$ cat src/osc_pkg.sv
// Package with constants and types for the oscillator source configuration block
package osc_pkg;

   // Configuration word geometry
   localparam int          CFG_W          = 24;
   localparam logic [23:0] SEL_IMPL_MASK  = 24'h000003;
   localparam logic [23:0] CFG_IMPL_MASK  = 24'h0000E7;
   localparam int          GRP_LSB        = 0;
   localparam int          KIND_LSB       = 0;
   localparam int          PIN2_BIT       = 2;
   localparam int          GEAR_BIT       = 5;
   localparam int          CKSM_LSB       = 6;

   // Initial source group codes
   localparam logic [1:0]  GRP_RC         = 2'h0;
   localparam logic [1:0]  GRP_RC_PLL     = 2'h1;
   localparam logic [1:0]  GRP_PRI        = 2'h2;
   localparam logic [1:0]  GRP_PRI_PLL    = 2'h3;

   // Primary oscillator kind codes
   localparam logic [1:0]  KIND_DRIVEN    = 2'h0;
   localparam logic [1:0]  KIND_RSVD      = 2'h1;
   localparam logic [1:0]  KIND_XTAL      = 2'h2;
   localparam logic [1:0]  KIND_OFF       = 2'h3;

   // Start-up wait and PLL
   localparam int          STARTUP_W      = 10;
   localparam int          STARTUP_CYCLES = 1024;
   localparam logic [9:0]  STARTUP_LAST   = 10'(STARTUP_CYCLES - 1);
   localparam logic [5:0]  PLL_GAIN       = 6'h20;

   // APB register byte offsets
   localparam logic [7:0]  REG_SRC_SEL    = 8'h00;
   localparam logic [7:0]  REG_OSC_CFG    = 8'h04;
   localparam logic [7:0]  REG_STATUS     = 8'h08;
   localparam logic [7:0]  REG_IRQ_STAT   = 8'h0C;
   localparam logic [7:0]  REG_IRQ_MASK   = 8'h10;

   // Interrupt event bits
   localparam int          EV_W           = 4;
   localparam int          EV_LOCK_UP     = 0;
   localparam int          EV_LOCK_DOWN   = 1;
   localparam int          EV_STARTUP     = 2;
   localparam int          EV_BAD_COMBO   = 3;

   // Sequencer states
   typedef enum logic [4:0] {
      ST_LATCH  = 5'h01,
      ST_DECIDE = 5'h02,
      ST_WAIT   = 5'h04,
      ST_RUN    = 5'h08,
      ST_SLEEP  = 5'h10
   } osc_state_e;

   // Status register layout, LSB last
   typedef struct packed {
      logic       xtal_mode;
      logic       driven_mode;
      logic       pll_sel;
      logic       freq_high;
      logic       combo_valid;
      logic       monitor_en;
      logic       switch_en;
      logic       released;
      logic       pll_lock;
      logic [2:0] cur_source;
   } osc_status_s;

   // APB request bundle
   typedef struct packed {
      logic        sel;
      logic        enable;
      logic        write;
      logic [7:0]  addr;
      logic [31:0] wdata;
   } osc_apb_req_s;

endpackage

$ cat src/osc_startup_timer.sv
// Start-up wait timer counting oscillator edges from the first oscillator pin
`timescale 1ns/10ps
module osc_startup_timer (
   input  wire logic clk,
   input  wire logic resetn,
   input  wire logic osc_in,
   input  wire logic start,
   input  wire logic run,
   output logic      done
);

   typedef struct packed {
      logic                          sync1;
      logic                          sync2;
      logic                          prev;
      logic [osc_pkg::STARTUP_W-1:0] count;
      logic                          done;
   } osc_tmr_s;

   osc_tmr_s r_q;
   osc_tmr_s r_d;
   logic     edge_seen;

   // Rising edge taken from the second synchroniser stage only
   assign edge_seen = r_q.sync2 & ~r_q.prev;
   assign done      = r_q.done;

   // Next state: 10-bit count of oscillator cycles
   always_comb begin
      r_d       = r_q;
      r_d.sync1 = osc_in;
      r_d.sync2 = r_q.sync1;
      r_d.prev  = r_q.sync2;
      if (start) begin
         r_d.count = '0;
         r_d.done  = 1'b0;
      end else if (run && edge_seen && !r_q.done) begin
         r_d.count = r_q.count + 10'h001;
         if (r_q.count == osc_pkg::STARTUP_LAST) begin
            r_d.done = 1'b1;
         end
      end
   end

   // State register
   always_ff @(posedge clk or negedge resetn) begin
      if (!resetn) begin
         r_q <= '0;
      end else begin
         r_q <= r_d;
      end
   end

endmodule

$ cat src/osc_source_config.sv
// Oscillator source configuration: latch, decode, start-up wait, lock status, APB registers
//
// Notes on behaviour
// - The initial source group picks internal RC, RC with PLL, primary, or primary with PLL.
// - Switch/monitor field 1x disables both, 01 enables switching only, 00 enables both.
// - The gear bit selects the low range when 0 and the high range when 1, for RC and PLL.
// - With the pin-two clock output bit set the clock output drives pin two outside crystal mode, else it is off.
// - Primary kind 11 is off, 10 is crystal high speed, 00 is driven clock, 01 is reserved.
// - Unimplemented configuration bits read as zero (23..8, 4 and 3 of the configuration word, 23..2 of the source word).
// - After power-on reset the source comes jointly from group and kind.
// - Valid pairs are RC with kind 11, crystal with kind 10, and driven clock with kind 00.
// - The start-up timer is a 10-bit counter of 1024 oscillator cycles before release.
// - The start-up wait applies only in crystal mode, at power-on and on wake from sleep.
// - The PLL gain is fixed at 32.
// - A read-only status bit follows the PLL lock signal, set on lock and cleared on loss; it reads zero while the PLL is not selected.
// - In driven-clock mode with output, pin one is an input and pin two shows clock over two.
// - In driven-clock mode with I/O, pin two is general I/O and the feedback element is off.
// - With switching disabled the fields drive the selection and the source status shows it.
//
// The address map and the APB interface to the registers were left to the implementer.
`timescale 1ns/10ps
module osc_source_config (
   input  wire logic        CLK,
   input  wire logic        RESETN,
   // APB slave
   input  wire logic        PSEL,
   input  wire logic        PENABLE,
   input  wire logic        PWRITE,
   input  wire logic [7:0]  PADDR,
   input  wire logic [31:0] PWDATA,
   output logic [31:0]      PRDATA,
   output logic             PREADY,
   output logic             PSLVERR,
   output logic             IRQ,
   // Nonvolatile configuration words
   input  wire logic [23:0] NV_SOURCE_SELECT,
   input  wire logic [23:0] NV_OSC_CONFIG,
   // Oscillator pins and PLL
   input  wire logic        OSC_PIN_ONE_I,
   output logic             OSC_PIN_ONE_O,
   output logic             OSC_PIN_ONE_OE,
   input  wire logic        OSC_PIN_TWO_I,
   output logic             OSC_PIN_TWO_O,
   output logic             OSC_PIN_TWO_OE,
   input  wire logic        PLL_LOCK_IN,
   // General I/O requests from the port logic
   input  wire logic        PIN1_GPIO_O,
   input  wire logic        PIN1_GPIO_OE,
   input  wire logic        PIN2_GPIO_O,
   input  wire logic        PIN2_GPIO_OE,
   output logic             PIN2_GPIO_I,
   // Power management
   input  wire logic        SLEEP_REQ,
   input  wire logic        WAKE_REQ,
   // Oscillator controls
   output logic             RC_OSC_EN,
   output logic             PRIMARY_EN,
   output logic             FEEDBACK_EN,
   output logic             PLL_EN,
   output logic [5:0]       PLL_MULT,
   output logic             FREQ_HIGH,
   output logic             SWITCH_EN,
   output logic             MONITOR_EN,
   output logic             SYS_CLK_RELEASE,
   output logic [2:0]       CUR_SOURCE
);

   // Whole state of the block
   typedef struct packed {
      osc_pkg::osc_state_e          st;
      logic [23:0]                  sel_word;
      logic [23:0]                  cfg_word;
      logic                         lock_s1;
      logic                         lock_s2;
      logic                         lock_q;
      logic                         div_q;
      logic                         released;
      logic                         tmr_start;
      logic [osc_pkg::EV_W-1:0]     irq_stat;
      logic [osc_pkg::EV_W-1:0]     irq_mask;
      logic [31:0]                  prdata;
      logic                         pslverr;
   } osc_core_s;

   osc_core_s             r_q;
   osc_core_s             r_d;
   osc_pkg::osc_apb_req_s req;
   osc_pkg::osc_status_s  status;

   // Fields of the latched words
   logic [1:0]               grp;
   logic [1:0]               kind;
   logic [1:0]               cksm;
   logic                     pin2_on;
   logic                     gear;

   // Source and mode decode
   logic                     grp_primary;
   logic                     combo_valid;
   logic [1:0]               eff_grp;
   logic                     xtal_mode;
   logic                     driven_mode;
   logic                     pll_sel;
   logic                     pin2_clk;

   // Lock, start-up and events
   logic                     lock_now;
   logic                     tmr_done;
   logic                     wait_over;
   logic [osc_pkg::EV_W-1:0] events;

   // Bus decode
   logic                     apb_setup;
   logic                     apb_wr;
   logic                     addr_known;
   logic                     addr_ro;

   // Request bundle
   assign req.sel    = PSEL;
   assign req.enable = PENABLE;
   assign req.write  = PWRITE;
   assign req.addr   = PADDR;
   assign req.wdata  = PWDATA;

   // Field decode from the latched words
   assign grp     = r_q.sel_word[osc_pkg::GRP_LSB +: 2];
   assign kind    = r_q.cfg_word[osc_pkg::KIND_LSB +: 2];
   assign cksm    = r_q.cfg_word[osc_pkg::CKSM_LSB +: 2];

   // Single-bit options
   assign pin2_on = r_q.cfg_word[osc_pkg::PIN2_BIT];
   assign gear    = r_q.cfg_word[osc_pkg::GEAR_BIT];

   // Joint source choice; illegal pairs fall back to internal RC
   assign grp_primary = (grp == osc_pkg::GRP_PRI) || (grp == osc_pkg::GRP_PRI_PLL);
   assign combo_valid = grp_primary ?
                        ((kind == osc_pkg::KIND_XTAL) || (kind == osc_pkg::KIND_DRIVEN)) :
                        (kind == osc_pkg::KIND_OFF);
   assign eff_grp     = combo_valid ? grp : osc_pkg::GRP_RC;

   // Modes only for a valid primary pair
   assign xtal_mode   = combo_valid && grp_primary && (kind == osc_pkg::KIND_XTAL);
   assign driven_mode = combo_valid && grp_primary && (kind == osc_pkg::KIND_DRIVEN);

   // PLL in both PLL groups
   assign pll_sel     = (eff_grp == osc_pkg::GRP_RC_PLL) || (eff_grp == osc_pkg::GRP_PRI_PLL);

   // Crystal drives pin two itself, so the clock output is only for the other modes
   assign pin2_clk    = pin2_on && !xtal_mode;

   // Gated lock: reads zero when the PLL is not selected
   assign lock_now = r_q.lock_s2 && pll_sel && (r_q.st != osc_pkg::ST_LATCH);

   // First wait cycle still shows the done flag of an earlier start
   assign wait_over = (r_q.st == osc_pkg::ST_WAIT) && tmr_done && !r_q.tmr_start;

   // Start-up timer on the first oscillator pin
   // Cleared on each entry to the wait, counts only while waiting
   osc_startup_timer u_tmr (
      .clk    (CLK),
      .resetn (RESETN),
      .osc_in (OSC_PIN_ONE_I),
      .start  (r_q.tmr_start),
      .run    (r_q.st == osc_pkg::ST_WAIT),
      .done   (tmr_done)
   );

   // Hardware events feeding the sticky status
   always_comb begin
      events                        = '0;
      events[osc_pkg::EV_LOCK_UP]   = lock_now && !r_q.lock_q;
      events[osc_pkg::EV_LOCK_DOWN] = !lock_now && r_q.lock_q;
      events[osc_pkg::EV_STARTUP]   = wait_over;
      events[osc_pkg::EV_BAD_COMBO] = (r_q.st == osc_pkg::ST_DECIDE) && !combo_valid;
   end

   // Status word
   always_comb begin
      status             = '0;
      status.cur_source  = {1'b0, eff_grp};
      status.pll_lock    = r_q.lock_q;
      status.released    = r_q.released;
      status.switch_en   = ~cksm[1];
      status.monitor_en  = (cksm == 2'h0);
      status.combo_valid = combo_valid;
      status.freq_high   = gear;
      status.pll_sel     = pll_sel;
      status.driven_mode = driven_mode;
      status.xtal_mode   = xtal_mode;
   end

   // APB phase decode
   assign apb_setup  = req.sel && !req.enable;
   assign apb_wr     = req.sel && req.enable && req.write;
   assign addr_known = (req.addr == osc_pkg::REG_SRC_SEL) || (req.addr == osc_pkg::REG_OSC_CFG) ||
                       (req.addr == osc_pkg::REG_STATUS) || (req.addr == osc_pkg::REG_IRQ_STAT) ||
                       (req.addr == osc_pkg::REG_IRQ_MASK);

   // Configuration and status are read only
   assign addr_ro    = (req.addr == osc_pkg::REG_SRC_SEL) || (req.addr == osc_pkg::REG_OSC_CFG) ||
                       (req.addr == osc_pkg::REG_STATUS);

   // Next state
   always_comb begin
      r_d           = r_q;
      r_d.tmr_start = 1'b0;
      // Lock level through two flops, then the gated copy
      r_d.lock_s1   = PLL_LOCK_IN;
      r_d.lock_s2   = r_q.lock_s1;
      r_d.lock_q    = lock_now;
      // Pin-two clock at half the system rate
      r_d.div_q     = pin2_clk ? ~r_q.div_q : 1'b0;

      // Sequencer
      unique case (r_q.st)
         osc_pkg::ST_LATCH: begin
            // Words caught once after reset release, never written again
            r_d.sel_word = NV_SOURCE_SELECT & osc_pkg::SEL_IMPL_MASK;
            r_d.cfg_word = NV_OSC_CONFIG & osc_pkg::CFG_IMPL_MASK;
            r_d.st       = osc_pkg::ST_DECIDE;
         end

         // Crystal needs the start-up wait, others run at once
         osc_pkg::ST_DECIDE: begin
            if (xtal_mode) begin
               r_d.tmr_start = 1'b1;
               r_d.st        = osc_pkg::ST_WAIT;
            end else begin
               r_d.released  = 1'b1;
               r_d.st        = osc_pkg::ST_RUN;
            end
         end

         // Release after the counted oscillator cycles
         osc_pkg::ST_WAIT: begin
            if (wait_over) begin
               r_d.released = 1'b1;
               r_d.st       = osc_pkg::ST_RUN;
            end
         end

         // Clock held back while asleep
         osc_pkg::ST_RUN: begin
            if (SLEEP_REQ) begin
               r_d.released = 1'b0;
               r_d.st       = osc_pkg::ST_SLEEP;
            end
         end

         // Wake restarts the oscillator path
         osc_pkg::ST_SLEEP: begin
            if (WAKE_REQ) begin
               if (xtal_mode) begin
                  r_d.tmr_start = 1'b1;
                  r_d.st        = osc_pkg::ST_WAIT;
               end else begin
                  r_d.released  = 1'b1;
                  r_d.st        = osc_pkg::ST_RUN;
               end
            end
         end

         // Unknown code: start over
         default: begin
            r_d.st = osc_pkg::ST_LATCH;
         end
      endcase

      // Sticky events, write one to clear, set wins
      r_d.irq_stat = r_q.irq_stat | events;
      if (apb_wr && (req.addr == osc_pkg::REG_IRQ_STAT)) begin
         r_d.irq_stat = (r_q.irq_stat & ~req.wdata[osc_pkg::EV_W-1:0]) | events;
      end

      // Mask written by software
      if (apb_wr && (req.addr == osc_pkg::REG_IRQ_MASK)) begin
         r_d.irq_mask = req.wdata[osc_pkg::EV_W-1:0];
      end

      // Read data and error prepared in the setup phase
      if (apb_setup) begin
         r_d.prdata  = '0;
         r_d.pslverr = !addr_known || (req.write && addr_ro);
         // Unmapped reads return zero
         if (!req.write) begin
            unique case (req.addr)
               osc_pkg::REG_SRC_SEL:  r_d.prdata = {8'h00, r_q.sel_word};
               osc_pkg::REG_OSC_CFG:  r_d.prdata = {8'h00, r_q.cfg_word};
               osc_pkg::REG_STATUS:   r_d.prdata = 32'(status);
               osc_pkg::REG_IRQ_STAT: r_d.prdata = 32'(r_q.irq_stat);
               osc_pkg::REG_IRQ_MASK: r_d.prdata = 32'(r_q.irq_mask);
               default:               r_d.prdata = '0;
            endcase
         end
      end
   end

   // State register
   always_ff @(posedge CLK or negedge RESETN) begin
      if (!RESETN) begin
         r_q    <= '0;
         r_q.st <= osc_pkg::ST_LATCH;
      end else begin
         r_q <= r_d;
      end
   end

   // Bus outputs
   assign PRDATA  = r_q.prdata;
   assign PREADY  = 1'b1;
   assign PSLVERR = r_q.pslverr;

   // Interrupt: any unmasked sticky bit
   assign IRQ     = |(r_q.irq_stat & r_q.irq_mask);

   // Oscillator enables and range
   assign RC_OSC_EN       = !grp_primary || !combo_valid;
   assign PRIMARY_EN      = grp_primary && combo_valid;
   assign FEEDBACK_EN     = xtal_mode;
   assign PLL_EN          = pll_sel && (r_q.st != osc_pkg::ST_SLEEP);

   // Fixed gain and range
   assign PLL_MULT        = osc_pkg::PLL_GAIN;
   assign FREQ_HIGH       = gear;

   // Switching, monitor and source status
   assign SWITCH_EN       = status.switch_en;
   assign MONITOR_EN      = status.monitor_en;
   assign SYS_CLK_RELEASE = r_q.released;
   assign CUR_SOURCE      = status.cur_source;

   // Pin one: clock input in primary modes, general I/O otherwise
   assign OSC_PIN_ONE_O   = PIN1_GPIO_O;
   assign OSC_PIN_ONE_OE  = PRIMARY_EN ? 1'b0 : PIN1_GPIO_OE;

   // Pin two: clock output, crystal, or general I/O
   assign OSC_PIN_TWO_O   = pin2_clk ? r_q.div_q : PIN2_GPIO_O;
   assign OSC_PIN_TWO_OE  = xtal_mode ? 1'b0 : (pin2_clk ? 1'b1 : PIN2_GPIO_OE);

   // Pin two input always reaches the port
   assign PIN2_GPIO_I     = OSC_PIN_TWO_I;

endmodule

$ cat config.mk
export PLATFORM = sky130hd
export DESIGN_NAME = osc_source_config
export DESIGN_NICKNAME = d
export VERILOG_FILES = /design/src/osc_pkg.sv /design/src/osc_startup_timer.sv /design/src/osc_source_config.sv
export SDC_FILE = /design/constraint.sdc
export NUM_CORES = 1
export LEC_CHECK = 0
export BUFFER_PORTS_ARGS = -buffer_cell sky130_fd_sc_hd__buf_2
export CAP_MARGIN = 20
export CORE_ASPECT_RATIO = 0.7
export CORE_MARGIN = 3
export CORE_UTILIZATION = 35
export CTS_CLUSTER_DIAMETER = 150
export DETAILED_ROUTE_END_ITERATION = 16
export PLACE_DENSITY = 0.65
export SLEW_MARGIN = 20
export SYNTH_ARGS = -nofsm -noshare
export SYNTH_HDL_FRONTEND = slang
export SYNTH_HIERARCHICAL = 1
export SYNTH_SLANG_ARGS = --single-unit
export TNS_END_PERCENT = 10
$ cat constraint.sdc
create_clock -name CLK -period 2.4 [get_ports CLK]
set_input_delay 0.48 -clock CLK [delete_from_list [all_inputs] [get_ports CLK]]
set_output_delay 0.48 -clock CLK [all_outputs]
set_load 0.05 [all_outputs]
==> Word-level counts from Yosys, hierarchy flattened <==
Index checks and enable logic that the tools add are counted.
{ "totals": {"inputBits": 102, "ramBits": 0, "output_inout_bits": 57, "word_cells": 122, "register_bits": 74, "n_memories": 0, "latch_bits": 0, "rom_bits": 0} }
{ "op_classes": {"n_lt_le_gt_ge": 0, "n_div": 0, "n_bitwise": 9, "eq_ne": 21, "reduce_logical": 48, "mul": 0, "shift": 0, "mux": 25, "add_sub_neg": 1} }
{ "ops": {"columns": ["cell", "count"], "rows": [
  ["$pmux 12 s5", 1],
  ["$pmux 5 s5", 1],
  ["$mux 11", 2],
  ["$logic_and 1x1->1", 20],
  ["$eq 8x4->1 const B", 2],
  ["$mux 5", 3],
  ["$mux 12", 1],
  ["$mux 1", 11],
  ["$add 10x1->10 const B", 1],
  ["$eq 10x10->1 const B", 1],
  ["$eq 2x2->1 const B", 5],
  ["$logic_not 1->1", 9],
  ["$logic_or 1x1->1", 9],
  ["$and 4x4->4", 2],
  ["$eq 8x3->1 const B", 1],
  ["$eq 8x5->1 const B", 1],
  ["$logic_not 8->1", 1],
  ["$mux 4", 2],
  ["$or 4x4->4", 2],
  ["$ne 2x2->1 const B", 3],
  ["$eq 5x1->1 const B", 1],
  ["$eq 5x2->1 const B", 1],
  ["$eq 5x3->1 const B", 1],
  ["$eq 5x4->1 const B", 1],
  ["other kinds (17)", 22]
]} }

==> Logic depth before layout (Yosys ltp) <==
{ "logic_depth": {"depth_word": 12, "depth_mapped": 7, "mapped_depth_nobuf": 5} }

==> By module <==
The synthesis kept the hierarchy.
{ "modules_own_cells": {"columns": ["mod", "instances", "cells_per_inst", "area_per_inst_um2", "seq_area_each_um2"], "rows": [
  ["osc_source_config", 1, 228, 2384.8, 1002.2],
  ["osc_startup_timer", 1, 63, 659.4, 350.3]
]} }

==> Least setup slack after synthesis <==
Ideal clock, no wire load.
{ "synth_path": {"kind": "reg-to-output", "start": "register r_q, in the netlist kind[0]", "end": "output PLL_EN", "required_ps": 1920, "stages_incl_launch_ff": 6, "n_path_buf": 0, "arrival_ps": 2610, "slack_ps": -690, "path_cell_list": "dfrtp_1 -> nor2b_1 -> inv_2 -> nand2_1 -> nand2_1 -> a21oi_1"} }
{ "synth_via": {"elab_chain_len": 7, "word_cells_on_any_way": 10, "cone_classes": "eq/ne (4); mux (2); reduce/logical (4)"} }
{ "synth_rtl": {"columns": ["element", "line", "text"], "rows": [
  ["start, declared", "osc_source_config.sv:85", "osc_core_s r_q;"],
  ["start signal, assigned", "osc_source_config.sv:304", "r_q <= r_d;"],
  ["$eq 2x2->1 or $logic_not 2->1 (tied branches)", "osc_source_config.sv:137", "((kind == osc_pkg::KIND_XTAL) || (kind == osc_pkg::KIND_DRIVEN)) :"],
  ["$logic_or 1x1->1", "osc_source_config.sv:137", null],
  ["$mux 1 (*)", "osc_source_config.sv:136", "assign combo_valid = grp_primary ?"],
  ["$mux 2 (*)", "osc_source_config.sv:139", "assign eff_grp = combo_valid ? grp : osc_pkg::GRP_RC;"],
  ["named net CUR_SOURCE[1]", "osc_source_config.sv:65", "output logic [2:0] CUR_SOURCE"],
  ["$eq 2x1->1 or $eq 2x2->1 (tied branches)", "osc_source_config.sv:146", "assign pll_sel = (eff_grp == osc_pkg::GRP_RC_PLL) || (eff_grp == osc_pkg::GRP_PRI_PLL);"],
  ["$logic_or 1x1->1 (*)", "osc_source_config.sv:146", null],
  ["$logic_and 1x1->1 (*)", "osc_source_config.sv:320", "assign PLL_EN = pll_sel && (r_q.st != osc_pkg::ST_SLEEP);"],
  ["end, declared", "osc_source_config.sv:59", "output logic PLL_EN,"]
]} }
Mark *: on every way through the listed nets, which the timed path passes. The rest lies on a longest branch.

==> Final worst setup path <==
{ "layout_path": {"start": "register r_q, in the netlist grp[1]", "end": "output PLL_EN"} }
{ "layout_via": {"elab_chain_len": 7, "word_cells_on_any_way": 9, "cone_classes": "eq/ne (4); mux (2); reduce/logical (3)"} }
{ "layout_rtl": {"columns": ["element", "line", "text"], "rows": [
  ["$eq 2x2->1", "osc_source_config.sv:135", "assign grp_primary = (grp == osc_pkg::GRP_PRI) || (grp == osc_pkg::GRP_PRI_PLL);"],
  ["$logic_or 1x1->1", "osc_source_config.sv:135", null],
  ["$mux 1", "osc_source_config.sv:136", null],
  ["$mux 2 (*)", "osc_source_config.sv:139", null],
  ["$eq 2x1->1 or $eq 2x2->1 (tied branches)", "osc_source_config.sv:146", null],
  ["$logic_or 1x1->1 (*)", "osc_source_config.sv:146", null],
  ["$logic_and 1x1->1 (*)", "osc_source_config.sv:320", null]
]} }
Mark *: on every way between the ends. The rest lies on a longest branch, timed or not.

==> out/metrics.csv <==
metric,value,unit
htree_levels,2,
timing_hold_violations_final,0,
die_x,117.5,um
root_buffer,clkbuf_16,
io_pins,159,
worstPathCellList,"nor2b_4, inv_2, nand2_1, nand2_1, a21oi_2, clkbuf_4",
fin_cells,456,
status,"finished, final reports clean",
cp.arrival,1780,ps
vias_per_cell,4.914,
dpl.cell_count,448,
port_buffers,58,
hold_class,primary input to asynchronous set/reset pin,
finalCritPeriodShare,94.22,%
worstSetupEndpoint,PLL_EN,
slowest_stage,dfrtp_1,
worst_r2r_endpoint,u_tmr/r_q[10]$_DFFE_PN0P_,
cts_buffer_depth,2,
placementRows,27,
rr_startpoint,r_q[96]$_DFFE_PN0P_,
cts_buffers,5,
holdBufCountCts,0,
power_density,1038,nW/um^2
antenna_left,0,
critPathMaxFanout,6,
wirelength,6.633,mm
crit_top_cell,nand2_1,
syn_area_per_cell,10.46,um^2
criticalPathCategory,register to primary output,
gp_congestion,0.8183,
setup_viol,0,
final_nets,442,
slowest_delay,460,ps
synth_ff_type,dfrtp_1,
synth-edff-count,0,
wl_per_cell,14.55,um
remaining_drc_errors,0,
power,3.597,mW
grt_max_degree,55,
cts.sinks,54,
regToRegSetupSlack,290,ps
end_kind,primary output,
synth_warnings,6,
drtIter0Drc,85,
rsz0062_at_grt,no,
grt.total_usage,13.54,%
leakagePower,1.637,nW
grt.overflow.total,0,
dr.pass1.iters,4,
grt_pass1_vias,2157,
routed-via-count,2241,
fin_crit,2261,ps
maxCapViolCount,0,
die-area,9871,um^2
crit_start,grp[1]$_DFFE_PN0P_,
worst_slew_pin_slew,666.6,ps
reg2reg_depth,6,
ir_worst_vdd,0.7137,mV
antenna_found_initial,0,
drive_gt1_share,30.59,%
worstSkewPairLatency,290,ps
skew,3.431,ps
yosysSeqAreaShare,44.43,%
synthCells,291,
fmax,442.2,MHz
ys_types,64,
max_slew_margin,55.56,%
setup_tns,0,ps
ys_ff_latch,54,
cts_tree,yes,
dp.final_hpwl,5.163,mm
synthArstFlopShare,100.0,%
antenna_cells,0,
core_area,8142,um^2
startpoint_type,register,
die_h,84.03,um
clkTransAtPathRegs,70,ps
grt_pass1_wl,10.96,mm
syn_area,3044,um^2
required,1920,ps
drv_slew,0,
area_delta_synth_final,13.89,%
initial_core_util,37.39,%
==> sequential cells by signal, summed over array words and instances (netlist names) <==
name             cells
u_tmr/done           1
PRDATA              12
cksm                 2
r_q                 17
FREQ_HIGH            1
grp                  2
u_tmr/r_d            2
pin2_on              1
PSLVERR              1
kind                 2
r_d                  1
SYS_CLK_RELEASE      1
u_tmr/r_q           11
==> power breakdown <==
group / leakage [nW] / switching (mW) / total (mW) / internal (mW)
clock: 0.0971 / 0.308 / 0.934 / 0.626
sequential: 0.695 / 0.173 / 1.23 / 1.05
combinational: 0.845 / 0.949 / 1.44 / 0.487
==> through the flow <==
step / worst slack (ps) / cell area [um^2] / util, % / hold slack, ps
after global routing: 8.439 / 3467 / 42.58 / 286.4
after CTS: 95.49 / 3465 / 42.55 / 293.5
after detailed placement: 303.4 / 3266 / 40.11 / 339.3
after global placement: 382.0 / 3266 / 40.11 / 335.7
final: 138.7 / 3467 / 42.58 / 295.5
after floorplan: 227.7 / 3153 / - / 184.4
==> metal layers <==
layer	wire length, um	share of wire, %	GRT usage, %	up-vias
li1	-	-	-	1086
met4	17	0.26	2.447	0
met5	0	0	0	-
met1	3325	50	20.76	1093
met2	2916	44	19.13	60
met3	375	5.7	3.659	2
==> cell usage after synthesis, types with 2 or more instances <==
cell type | number | share of area (%)
or4_1 | 5 | 1.2
or3_4 | 4 | 1.5
nor2_1 | 12 | 1.5
nand2b_1 | 5 | 1.0
nand3b_1 | 3 | 0.74
o211ai_1 | 2 | 0.49
nor2_4 | 2 | 0.74
mux2_4 | 7 | 3.5
conb_1 | 2 | 0.25
nor4_1 | 2 | 0.41
o31ai_1 | 7 | 1.7
inv_1 | 8 | 0.99
mux2_1 | 7 | 2.6
nand3_1 | 6 | 0.99
o21ai_1 | 4 | 0.66
a22o_1 | 4 | 1.2
o21ai_0 | 4 | 0.66
o31ai_2 | 3 | 1.2
a32o_1 | 2 | 0.66
nand2_1 | 24 | 3.0
nor2b_1 | 7 | 1.4
a22oi_1 | 5 | 1.2
or3_1 | 4 | 0.82
o2bb2ai_1 | 2 | 0.58
nor2_2 | 2 | 0.41
inv_2 | 3 | 0.37
nor3_1 | 4 | 0.66
and3_1 | 2 | 0.41
o41ai_1 | 2 | 0.58
clkbuf_1 | 3 | 0.37
a211oi_1 | 2 | 0.49
buf_4 | 42 | 10
a21oi_1 | 15 | 2.5
nand4_1 | 3 | 0.62
dfrtp_1 | 53 | 44
==> worst min path at each step <==
stage	from	to
floorplan	RESETN	FREQ_HIGH$_DFFE_PN0P_
global placement	r_d[45]$_DFF_PN0_	r_q[45]$_DFF_PN0_
detailed placement	r_d[45]$_DFF_PN0_	r_q[45]$_DFF_PN0_
CTS	PLL_LOCK_IN	r_d[45]$_DFF_PN0_
global route	PLL_LOCK_IN	r_d[45]$_DFF_PN0_
finish	RESETN	r_q[33]$_DFFE_PN0P_
==> worst max-delay path: cells and delay by family (launching register included) <==
kind	cells	cell delay, ps
simple gates	3	580
compound gates	1	140
buf+inv	2	310
flops	1	460
==> placed cells by master, fill, tap and decap left out, types with 3 or more instances in the layout <==
cell       synthesis  routed
o31ai_2            3       3
nor2b_1            7       6
o21ai_0            4       4
nand3_1            6       6
inv_2              3       3
nand3b_1           3       3
o21ai_1            4       4
dfrtp_1           53      53
buf_2              1      57
nor2_1            12      12
clkbuf_16          0       5
or3_1              4       4
a22o_1             4       4
mux2_1             7       7
a21oi_1           15      14
nand2b_1           5       5
nor3_1             4       4
or3_4              4       4
mux2_4             7       7
o31ai_1            7       7
inv_1              8       8
a22oi_1            5       5
buf_4             42       6
nand4_1            3       3
or4_1              5       5
conb_1             2      28
nand2_1           24      24
==> area by class of cell <==
| cell class | instances | area, um^2 |
|---|---|---|
| Inverter | 11 | 41.29 |
| Clock inverter | 2 | 60.06 |
| Tap cell | 116 | 145.1 |
| Timing Repair Buffer | 64 | 337.8 |
| Sequential cell | 54 | 1353 |
| Clock buffer | 6 | 138.9 |
| Multi-Input combinational cell | 203 | 1391 |
| Fill cell | 802 | 4674 |
==> timing repair <==
| item | 4_1_cts | 5_1_grt |
|---|---|---|
| buffers inserted | 0 | 0 |
| resized for setup | 0 | 1 |
| endpoints found under the setup margin | 0 | 1 |
==> logic make-up after synthesis <==
group                      share of synthesized area [%]
other                                             0.2467
xor gates and xnor gates                          0.2878
and+or+nand+nor                                    19.73
adders and majority gates                         0.4109
buffers and inverters                              13.44
AOI/OAI and AO/OA                                  13.98
muxes                                              7.481
DFF                                                44.43
(Power assumes the default switching activity.)
